## config.mk

```make
export PLATFORM = sky130hd
export DESIGN_NAME = uifc_control
export DESIGN_NICKNAME = d
export VERILOG_FILES = /design/src/design/uifc_pkg.sv /design/src/design/uifc_control.sv
export SDC_FILE = /design/constraint.sdc
export NUM_CORES = 1
export LEC_CHECK = 0
export BUFFER_PORTS_ARGS = -buffer_cell sky130_fd_sc_hd__buf_2
export CAP_MARGIN = 25
export CORE_ASPECT_RATIO = 0.75
export CORE_MARGIN = 2
export CORE_UTILIZATION = 50
export DETAILED_ROUTE_END_ITERATION = 10
export GPL_ROUTABILITY_DRIVEN = 1
export MAX_ROUTING_LAYER = met4
export PLACE_DENSITY = 0.79
export SYNTH_ARGS = -nofsm -noshare
export SYNTH_HDL_FRONTEND = slang
export SYNTH_SLANG_ARGS = --single-unit
```

## constraint.sdc

```tcl
create_clock -name mclk -period 1.8 [get_ports mclk]
set_input_delay 0.09 -clock mclk [delete_from_list [all_inputs] [get_ports mclk]]
set_output_delay 0.09 -clock mclk [all_outputs]
set_load 0.05 [all_outputs]
```

## src/design/uifc_pkg.sv

```systemverilog
// Constants shared by the UART interrupt, wake and queue control block.
// Assumes an 8-bit special function register bus from the processor core.
package uifc_pkg;
   localparam logic [7:0] ADDR_IRQ_EN = 8'he2;
   localparam logic [7:0] ADDR_IRQ_ID = 8'he3;
   localparam logic [7:0] ADDR_DIV_LOW = 8'he1;
   localparam logic [7:0] ADDR_LINE_STAT = 8'he6;
   localparam logic [7:0] ADDR_MODEM_STAT = 8'he7;
   localparam int RX_AVAIL_EN_BIT = 0;
   localparam int TX_EMPTY_EN_BIT = 1;
   localparam int LINE_ERR_EN_BIT = 2;
   localparam int MODEM_EN_BIT = 3;
   localparam int WAKE_EN_BIT = 4;
   localparam int WAKE_FLAG_BIT = 5;
   localparam int QMODE_BIT = 0;
   localparam int RX_FLUSH_BIT = 1;
   localparam int TX_FLUSH_BIT = 2;
   localparam int THRESH_HI = 7;
   localparam int THRESH_LO = 6;
   localparam logic [7:0] IRQ_EN_RESET = 8'h00;
   localparam logic [7:0] DIV_HIGH_RESET = 8'h00;
   localparam logic [7:0] QCTRL_RESET = 8'hc1;
   localparam logic [1:0] ID_TOP_BITS = 2'h3;
   localparam logic [3:0] ID_NONE = 4'h1;
   localparam logic [3:0] ID_LINE_ERR = 4'h6;
   localparam logic [3:0] ID_RX_AVAIL = 4'h4;
   localparam logic [3:0] ID_RX_TIMEOUT = 4'hc;
   localparam logic [3:0] ID_TX_EMPTY = 4'h2;
   localparam logic [3:0] ID_MODEM = 4'h0;
   localparam logic [4:0] THRESH_1 = 5'h01;
   localparam logic [4:0] THRESH_4 = 5'h04;
   localparam logic [4:0] THRESH_8 = 5'h08;
   localparam logic [4:0] THRESH_14 = 5'h0e;
   localparam int BAUD_PRESCALE = 27;
endpackage

```

## src/design/uifc_control.sv

```systemverilog
// Interrupt enable, identification, wake-up, divisor high byte and queue control of the UART.
// Assumes SFR bus strobes are one-cycle pulses, and that the shifters, line and modem status sit outside.
// Function
// - Four enable bits: rx data, tx empty, line status, modem status.
// - Wake enable lets falling edge on serial in or ring raise wake interrupt while power_manage_state is set.
// - Wake flag reads one after this UART woke, clears when read.
// - Divisor high byte shares the enable address, holds divisor bits 15:8.
// - Line status code has top priority, cleared by reading line status.
// - Rx available code holds until fill level drops below threshold.
// - Rx timeout code 1100 is cleared by reading the receive buffer.
// - Tx empty code cleared by holding write or identification read.
// - Modem code lowest, cleared by reading modem status.
// - Identification read-only, idle 0001, bits 5:4 zero, 7:6 one.
// - Rx flush bit empties receive queue and self-clears.
// - Tx flush bit empties transmit queue and self-clears.
// - Threshold field selects 1, 4, 8 or 14 bytes.
// - Divisor access bit steers shared addresses to divisor bytes.
// - Baud equals clock over 27 times the divisor.
`timescale 1ns/10ps
module uifc_control (
   input wire logic mclk,
   input wire logic reset,
   input wire logic [7:0] sfr_addr,
   input wire logic [7:0] sfr_wdata,
   input wire logic sfr_wr,
   input wire logic sfr_rd,
   output logic [7:0] sfr_rdata,
   input wire logic divisor_access,
   input wire logic line_err_event,
   input wire logic rx_timeout_event,
   input wire logic tx_empty_event,
   input wire logic modem_event,
   input wire logic [4:0] rx_fill_level,
   input wire logic serial_in_pin,
   input wire logic ring_pin,
   input wire logic power_manage_state,
   output logic uart_irq,
   output logic wake_irq,
   output logic rx_queue_flush,
   output logic tx_queue_flush,
   output logic [1:0] rx_threshold_sel,
   output logic [15:0] baud_divisor,
   output logic [5:0] baud_prescale
);
   ////////////////////////////////////////////////////////////////////////////////
   typedef struct packed {
      logic [4:0] irq_en;
      logic wake_flag;
      logic [7:0] baud_div_high;
      logic [7:0] baud_div_low;
      logic [1:0] thresh;
      logic rx_flush;
      logic tx_flush;
      logic line_err_pend;
      logic rx_timeout_pend;
      logic tx_empty_pend;
      logic modem_pend;
      logic serial_prev;
      logic ring_prev;
      logic wake_irq;
      logic [7:0] rdata;
   } uifc_state_type;

   uifc_state_type cur, nxt;
   logic wr_en, wr_id, rd_en, rd_id, rd_line, rd_modem, rd_rxbuf, wr_hold;
   logic rx_avail, fall_seen;
   logic [4:0] thresh_bytes;
   logic [3:0] id_code;

   ////////////////////////////////////////////////////////////////////////////////
   always_comb begin
      wr_en = sfr_wr && sfr_addr == uifc_pkg::ADDR_IRQ_EN;
      wr_id = sfr_wr && sfr_addr == uifc_pkg::ADDR_IRQ_ID;
      rd_en = sfr_rd && sfr_addr == uifc_pkg::ADDR_IRQ_EN;
      rd_id = sfr_rd && sfr_addr == uifc_pkg::ADDR_IRQ_ID;
      // Line and modem status registers live outside; only their reads matter here
      rd_line = sfr_rd && sfr_addr == uifc_pkg::ADDR_LINE_STAT;
      rd_modem = sfr_rd && sfr_addr == uifc_pkg::ADDR_MODEM_STAT;
      rd_rxbuf = sfr_rd && sfr_addr == uifc_pkg::ADDR_DIV_LOW && !divisor_access;
      wr_hold = sfr_wr && sfr_addr == uifc_pkg::ADDR_DIV_LOW && !divisor_access;
      case (cur.thresh)
         2'h0: thresh_bytes = uifc_pkg::THRESH_1;
         2'h1: thresh_bytes = uifc_pkg::THRESH_4;
         2'h2: thresh_bytes = uifc_pkg::THRESH_8;
         default: thresh_bytes = uifc_pkg::THRESH_14;
      endcase
      rx_avail = rx_fill_level >= thresh_bytes;
      // Priority encoder over enabled sources only
      if (cur.line_err_pend && cur.irq_en[uifc_pkg::LINE_ERR_EN_BIT]) begin
         id_code = uifc_pkg::ID_LINE_ERR;
      end else if (rx_avail && cur.irq_en[uifc_pkg::RX_AVAIL_EN_BIT]) begin
         id_code = uifc_pkg::ID_RX_AVAIL;
      end else if (cur.rx_timeout_pend && cur.irq_en[uifc_pkg::RX_AVAIL_EN_BIT]) begin
         id_code = uifc_pkg::ID_RX_TIMEOUT;
      end else if (cur.tx_empty_pend && cur.irq_en[uifc_pkg::TX_EMPTY_EN_BIT]) begin
         id_code = uifc_pkg::ID_TX_EMPTY;
      end else if (cur.modem_pend && cur.irq_en[uifc_pkg::MODEM_EN_BIT]) begin
         id_code = uifc_pkg::ID_MODEM;
      end else begin
         id_code = uifc_pkg::ID_NONE;
      end
      fall_seen = (cur.serial_prev && !serial_in_pin) || (cur.ring_prev && !ring_pin);

      nxt = cur;
      nxt.serial_prev = serial_in_pin;
      nxt.ring_prev = ring_pin;
      nxt.rx_flush = 1'b0;
      nxt.tx_flush = 1'b0;
      if (wr_en) begin
         if (divisor_access) begin
            nxt.baud_div_high = sfr_wdata;
         end else begin
            nxt.irq_en = sfr_wdata[4:0];
         end
      end
      if (sfr_wr && sfr_addr == uifc_pkg::ADDR_DIV_LOW && divisor_access) begin
         nxt.baud_div_low = sfr_wdata;
      end
      if (wr_id) begin
         nxt.thresh = sfr_wdata[uifc_pkg::THRESH_HI:uifc_pkg::THRESH_LO];
         nxt.rx_flush = sfr_wdata[uifc_pkg::RX_FLUSH_BIT];
         nxt.tx_flush = sfr_wdata[uifc_pkg::TX_FLUSH_BIT];
      end
      // Clears first, events after, so a coincident event survives
      if (rd_line) nxt.line_err_pend = 1'b0;
      if (rd_rxbuf || (wr_id && sfr_wdata[uifc_pkg::RX_FLUSH_BIT])) nxt.rx_timeout_pend = 1'b0;
      if (wr_hold || (rd_id && id_code == uifc_pkg::ID_TX_EMPTY)) begin
         nxt.tx_empty_pend = 1'b0;
      end
      if (rd_modem) nxt.modem_pend = 1'b0;
      if (line_err_event) nxt.line_err_pend = 1'b1;
      if (rx_timeout_event) nxt.rx_timeout_pend = 1'b1;
      if (tx_empty_event) nxt.tx_empty_pend = 1'b1;
      if (modem_event) nxt.modem_pend = 1'b1;
      // Wake only while asleep, so normal line traffic raises nothing
      nxt.wake_irq = cur.irq_en[uifc_pkg::WAKE_EN_BIT] && power_manage_state && fall_seen;
      if (rd_en && !divisor_access) nxt.wake_flag = 1'b0;
      if (cur.wake_irq) nxt.wake_flag = 1'b1;
      nxt.rdata = 8'h00;
      if (rd_en) begin
         nxt.rdata = divisor_access ? cur.baud_div_high : {2'h0, cur.wake_flag, cur.irq_en};
      end else if (rd_id) begin
         nxt.rdata = {uifc_pkg::ID_TOP_BITS, 2'h0, id_code};
      end else if (sfr_rd && sfr_addr == uifc_pkg::ADDR_DIV_LOW && divisor_access) begin
         nxt.rdata = cur.baud_div_low;
      end
      if (reset) begin
         nxt = '0;
         nxt.irq_en = uifc_pkg::IRQ_EN_RESET[4:0];
         nxt.baud_div_high = uifc_pkg::DIV_HIGH_RESET;
         nxt.thresh = uifc_pkg::QCTRL_RESET[uifc_pkg::THRESH_HI:uifc_pkg::THRESH_LO];
         nxt.serial_prev = 1'b1;
         nxt.ring_prev = 1'b1;
      end
   end

   always_ff @(posedge mclk) begin
      cur <= nxt;
   end

   ////////////////////////////////////////////////////////////////////////////////
   assign sfr_rdata = cur.rdata;
   assign uart_irq = id_code != uifc_pkg::ID_NONE;
   assign wake_irq = cur.wake_irq;
   assign rx_queue_flush = cur.rx_flush;
   assign tx_queue_flush = cur.tx_flush;
   assign rx_threshold_sel = cur.thresh;
   // Divisor goes straight out, both bytes taken from their registers
   assign baud_divisor = {cur.baud_div_high, cur.baud_div_low};
   assign baud_prescale = 6'(uifc_pkg::BAUD_PRESCALE);

   ////////////////////////////////////////////////////////////////////////////////
   // Wake path
   wake_edge_a: assert property (@(posedge mclk) disable iff (reset)
      (cur.irq_en[uifc_pkg::WAKE_EN_BIT] && power_manage_state && $fell(serial_in_pin))
      |=> wake_irq)
      else $error("wake edge missed");

   ring_wake_a: assert property (@(posedge mclk) disable iff (reset)
      (cur.irq_en[uifc_pkg::WAKE_EN_BIT] && power_manage_state && $fell(ring_pin))
      |=> wake_irq)
      else $error("ring wake missed");

   wake_awake_a: assert property (@(posedge mclk) disable iff (reset)
      !power_manage_state
      |=> !wake_irq)
      else $error("wake while running");

   wake_off_a: assert property (@(posedge mclk) disable iff (reset)
      !cur.irq_en[uifc_pkg::WAKE_EN_BIT]
      |=> !wake_irq)
      else $error("wake while disabled");

   wake_flag_a: assert property (@(posedge mclk) disable iff (reset)
      wake_irq
      |=> cur.wake_flag)
      else $error("wake flag not set");

   wake_clear_a: assert property (@(posedge mclk) disable iff (reset)
      (rd_en && !divisor_access && !wake_irq)
      |=> !cur.wake_flag)
      else $error("wake flag not cleared");

   ////////////////////////////////////////////////////////////////////////////////
   // Enable and divisor registers
   irq_en_wr_a: assert property (@(posedge mclk) disable iff (reset)
      (wr_en && !divisor_access)
      |=> cur.irq_en == $past(sfr_wdata[4:0]))
      else $error("enable write lost");

   en_read_a: assert property (@(posedge mclk) disable iff (reset)
      (rd_en && !divisor_access)
      |=> sfr_rdata[7:6] == 2'h0 && sfr_rdata[4:0] == $past(cur.irq_en))
      else $error("enable read wrong");

   div_high_a: assert property (@(posedge mclk) disable iff (reset)
      (wr_en && divisor_access)
      |=> baud_divisor[15:8] == $past(sfr_wdata))
      else $error("divisor high wrong");

   div_low_a: assert property (@(posedge mclk) disable iff (reset)
      (sfr_wr && sfr_addr == uifc_pkg::ADDR_DIV_LOW && divisor_access)
      |=> baud_divisor[7:0] == $past(sfr_wdata))
      else $error("divisor low wrong");

   div_read_a: assert property (@(posedge mclk) disable iff (reset)
      (rd_en && divisor_access)
      |=> sfr_rdata == $past(cur.baud_div_high))
      else $error("divisor read wrong");

   en_keep_a: assert property (@(posedge mclk) disable iff (reset)
      (wr_en && divisor_access)
      |=> cur.irq_en == $past(cur.irq_en))
      else $error("enable hit by divisor write");

   rdata_idle_a: assert property (@(posedge mclk) disable iff (reset)
      !sfr_rd
      |=> sfr_rdata == 8'h00)
      else $error("read data not idle");

   ////////////////////////////////////////////////////////////////////////////////
   // Identification and pending sources
   id_fixed_a: assert property (@(posedge mclk) disable iff (reset)
      $past(rd_id)
      |-> sfr_rdata[7:4] == 4'hc)
      else $error("id fixed bits wrong");

   id_idle_a: assert property (@(posedge mclk) disable iff (reset)
      (!cur.line_err_pend && !cur.rx_timeout_pend && !cur.tx_empty_pend && !cur.modem_pend && !rx_avail)
      |-> !uart_irq && id_code == uifc_pkg::ID_NONE)
      else $error("id not idle");

   line_top_a: assert property (@(posedge mclk) disable iff (reset)
      (cur.line_err_pend && cur.irq_en[uifc_pkg::LINE_ERR_EN_BIT])
      |-> uart_irq && id_code == uifc_pkg::ID_LINE_ERR)
      else $error("line status not top");

   line_clear_a: assert property (@(posedge mclk) disable iff (reset)
      (rd_line && !line_err_event)
      |=> !cur.line_err_pend)
      else $error("line status not cleared");

   rx_avail_a: assert property (@(posedge mclk) disable iff (reset)
      (cur.irq_en[0] && !(cur.line_err_pend && cur.irq_en[2]) && rx_fill_level >= thresh_bytes)
      |-> id_code == uifc_pkg::ID_RX_AVAIL)
      else $error("rx available not reported");

   rx_low_a: assert property (@(posedge mclk) disable iff (reset)
      (rx_fill_level < thresh_bytes)
      |-> id_code != uifc_pkg::ID_RX_AVAIL)
      else $error("rx available below threshold");

   rxbuf_clear_a: assert property (@(posedge mclk) disable iff (reset)
      (rd_rxbuf && !rx_timeout_event)
      |=> !cur.rx_timeout_pend)
      else $error("rx timeout not cleared");

   hold_clear_a: assert property (@(posedge mclk) disable iff (reset)
      (wr_hold && !tx_empty_event)
      |=> !cur.tx_empty_pend)
      else $error("tx empty not cleared by write");

   id_read_clear_a: assert property (@(posedge mclk) disable iff (reset)
      (rd_id && id_code == uifc_pkg::ID_TX_EMPTY && !tx_empty_event)
      |=> !cur.tx_empty_pend)
      else $error("tx empty not cleared by read");

   modem_clear_a: assert property (@(posedge mclk) disable iff (reset)
      (rd_modem && !modem_event)
      |=> !cur.modem_pend)
      else $error("modem status not cleared");

   hidden_a: assert property (@(posedge mclk) disable iff (reset)
      (cur.irq_en[3:0] == 4'h0)
      |-> !uart_irq)
      else $error("disabled source reported");

   ////////////////////////////////////////////////////////////////////////////////
   // Queue control
   flush_pulse_a: assert property (@(posedge mclk) disable iff (reset)
      rx_queue_flush
      |=> !rx_queue_flush)
      else $error("rx flush stuck");

   rx_flush_set_a: assert property (@(posedge mclk) disable iff (reset)
      (wr_id && sfr_wdata[uifc_pkg::RX_FLUSH_BIT])
      |=> rx_queue_flush)
      else $error("rx flush missed");

   txflush_a: assert property (@(posedge mclk) disable iff (reset)
      (wr_id && sfr_wdata[uifc_pkg::TX_FLUSH_BIT])
      |=> tx_queue_flush ##1 !tx_queue_flush)
      else $error("tx flush wrong");

   thresh_a: assert property (@(posedge mclk) disable iff (reset)
      wr_id
      |=> rx_threshold_sel == $past(sfr_wdata[uifc_pkg::THRESH_HI:uifc_pkg::THRESH_LO]))
      else $error("threshold not taken");
endmodule

```

==> impl_metrics.csv <==
group,metric,value,unit
run,cap_violations,0,
power_and_ir_drop,switching_share,0.254,
floorplan,die_y,59.8,um
sta,worst_pin_slew,730,ps
routing,antenna_left,0,
sta,min_period,1770,ps
power_and_ir_drop,power_frac_comb,0.094,
synth,synth_cell_type_count,35,
synth,synth_seq_area_share,0.395,
sta,finalSetupViolCount,0,
routing,drcViolationCount,0,
setup_path,cp.required,1710,ps
power_and_ir_drop,power_density,672,mW/mm2
finish,fillerInstances,345,
finish,area_growth,19.7,%
routing,viasPerCell,5.17,
floorplan,start_util,0.515,
clocking,cts_tree,"built",
floorplan,coreArea,0.00403,mm2
clocking,insertion_delay,300,ps
routing,drtIter0Drc,110,
sta,rsz0062_at_grt,"true",
grt,antenna_found_initial,0,
power_and_ir_drop,p_leak,1.17,nW
power_and_ir_drop,seqPwrFrac,0.551,
floorplan,die_w,78.4,um
synth,avgSynthCellArea,8.83,um2
clocking,cts_root_buffer,"clkbuf_8",
setup_path,path_max_fanout,5,
routing,drt_first_pass_iters,4,
routing,wl_per_cell,14.2,um
grt,grt_pass1_wl,7250,um
setup_path,arrival,1680,ps
grt,grt_pass1_vias,1553,
floorplan,row_count,20,
worst_hold_path,hold_path.class,"input pin to flip-flop",
sta,drv_slew,0,
grt,overflow,0,
setup_path,crit_path_end_kind,"primary output",
power_and_ir_drop,power.share.clock,0.355,
clocking,cts.sinks,41,
floorplan,io_pins,69,
routing,wirelength,4780,um
finish,diodes,0,
sta,final.setup.tns,0,ps
finish,drive_gt1_frac,0.369,
sta,holdWs,17.3,ps
clocking,clk_path_buf_depth,2,
routing,vias,1743,
setup_path,rrSetupSlack,70,ps
sta,finalCritPeriodShare,0.986,
setup_path,crit_type,"flip-flop to primary output",
power_and_ir_drop,ir_worst_vdd,425,uV
sta,slew-limit-headroom,0.513,
sta,fmax,564,MHz
clocking,clk_pin_slew,80,ps
setup_path,start_kind,"flip-flop",
synth,synth_area,0.00208,mm2
power_and_ir_drop,power_switching,0.424,mW
run_status,status,"completed",
sta,setup_ws,25.6,ps
synth,ys_warn_count,0,
power_and_ir_drop,p_int,1.25,mW
floorplan,dieArea,0.00469,mm2
place,place_hpwl,3340,um
place,portBuffers,62,
finish,nets,318,
place,gp_congestion,0.786,
grt,grt_max_degree,42,
clocking,cts_buffers,5,
grt,grtUsageTotal,0.212,
sta,hold_viol,0,
synth,netlist_instances,235,
sta,fin_worst_skew,7.76,ps
place,place_ws,51.1,ps
clocking,htree_levels,2,
synth,ys_seq_elements,41,
## worst paths after layout
kind | startpoint | endpoint | depth (start not counted)
min | rx_timeout_event | cur[13] | 3
max reg2reg | rx_threshold_sel[1] | sfr_rdata[2] | 9
min reg2reg | cur[40] | wake_irq | 2
max | rx_threshold_sel[0] | uart_irq | 7
## what timing repair did
item,in CTS,in global routing
setup buffers,4,1
gates resized for setup,10,14
endpoints found under the setup margin,1,2
hold endpoints to repair,2,0
pin swaps,4,6
hold buffers,2,0
## flip-flops by register name, indices dropped and copies added, names as in the netlist
signal / cells
baud_divisor: 16
tx_queue_flush: 1
wake_irq: 1
rx_queue_flush: 1
rx_threshold_sel: 2
cur: 12
sfr_rdata: 8
## kinds of logic (layout without fill, tap and decap cells)
| family | count (synthesis) | count (layout) | synth area share |
|---|---|---|---|
| compound gates | 34 | 34 | 0.107 |
| buf+inv | 52 | 95 | 0.156 |
| mux | 27 | 27 | 0.134 |
| other cells | 2 | 6 | 0.00362 |
| fa+ha+maj | 4 | 4 | 0.0241 |
| simple gates | 75 | 75 | 0.180 |
| flops | 41 | 41 | 0.395 |
## power groups by stage
stage	combinational (mW)	sequential (mW)	clock [mW]
finish	0.157	0.920	0.592
global route	0.170	0.921	0.648
CTS	0.146	0.922	0.611
detailed placement	0.139	0.943	0
global placement	0.136	0.942	0
floorplan	0.0896	0.941	0
## worst max-delay path: stages (launching register included)
cell	delay [ps]
dfxtp_4	370
nor2_4	110
ha_4	200
nand2b_4	150
a21oi_4	170
o21ba_4	170
nand2_2	60
buf_8	160
## layout by cell type (no fill, tap or decap), types with 2 or more instances in the layout
cell type / n
dlygate4sd3_1: 2
o21ai_0: 2
inv_1: 13
conb_1: 6
nand3b_1: 2
nand2_2: 2
or3_1: 2
buf_2: 61
ha_4: 2
dfxtp_4: 2
nor2_4: 2
or2_2: 2
dfxtp_1: 39
nand2_1: 9
a21oi_1: 12
nor3_1: 4
nor2_1: 30
a211o_1: 2
buf_4: 9
clkbuf_1: 2
mux2i_1: 21
clkbuf_8: 5
a22oi_1: 8
nand3_1: 13
mux2_2: 6
## cell usage after synthesis
cell,n,area share
a211o_1,2,0.0084
a21oi_1,14,0.034
a221o_1,1,0.0048
a22oi_1,9,0.033
a311oi_1,1,0.0042
and3_1,1,0.0030
and4b_2,1,0.0054
buf_1,1,0.0018
buf_4,32,0.12
buf_6,1,0.0054
clkbuf_1,5,0.0090
conb_1,2,0.0036
dfxtp_1,41,0.40
ha_1,4,0.024
inv_1,13,0.024
mux2_2,6,0.033
mux2i_1,21,0.10
nand2_1,11,0.020
nand2b_1,2,0.0060
nand3_1,13,0.031
nand3b_1,2,0.0072
nand3b_4,1,0.0096
nand4_1,1,0.0030
nor2_1,31,0.056
nor2_4,1,0.0054
nor2b_1,1,0.0030
nor3_1,4,0.0096
nor3_2,1,0.0048
nor3b_1,1,0.0036
o21ai_0,3,0.0072
o21ba_2,1,0.0048
o221ai_1,1,0.0042
o31ai_1,2,0.0072
or2_2,2,0.0060
or3_1,2,0.0060
## per-stage QoR
step	instances	utilization	total power, mW	cell area (um2)
2_1_floorplan	239	-	1.03	2090
3_3_place_gp	322	0.554	1.08	2230
3_5_place_dp	322	0.554	1.08	2230
5_1_grt	337	0.616	1.74	2480
6_report	337	0.616	1.67	2480
4_1_cts	336	0.597	1.68	2400
## final cells by class
class / instances / area (um2) / share of cell area
clock buffer: 7 / 76.3 / 0.0307
clock inverter: 1 / 7.51 / 0.00302
tap: 55 / 68.8 / 0.0277
timing repair buffer: 74 / 419 / 0.169
multi-input combinational: 146 / 1030 / 0.417
inverter: 13 / 48.8 / 0.0196
sequential: 41 / 828 / 0.334
## per-layer routing
layer | GRT usage | share of wire
met3 | 0.0468 | 0.063
met1 | 0.268 | 0.46
met4 | 0.0977 | 0.016
met5 | - | 0
met2 | 0.328 | 0.46
No activity file was read; power rests on OpenSTA's default activity.
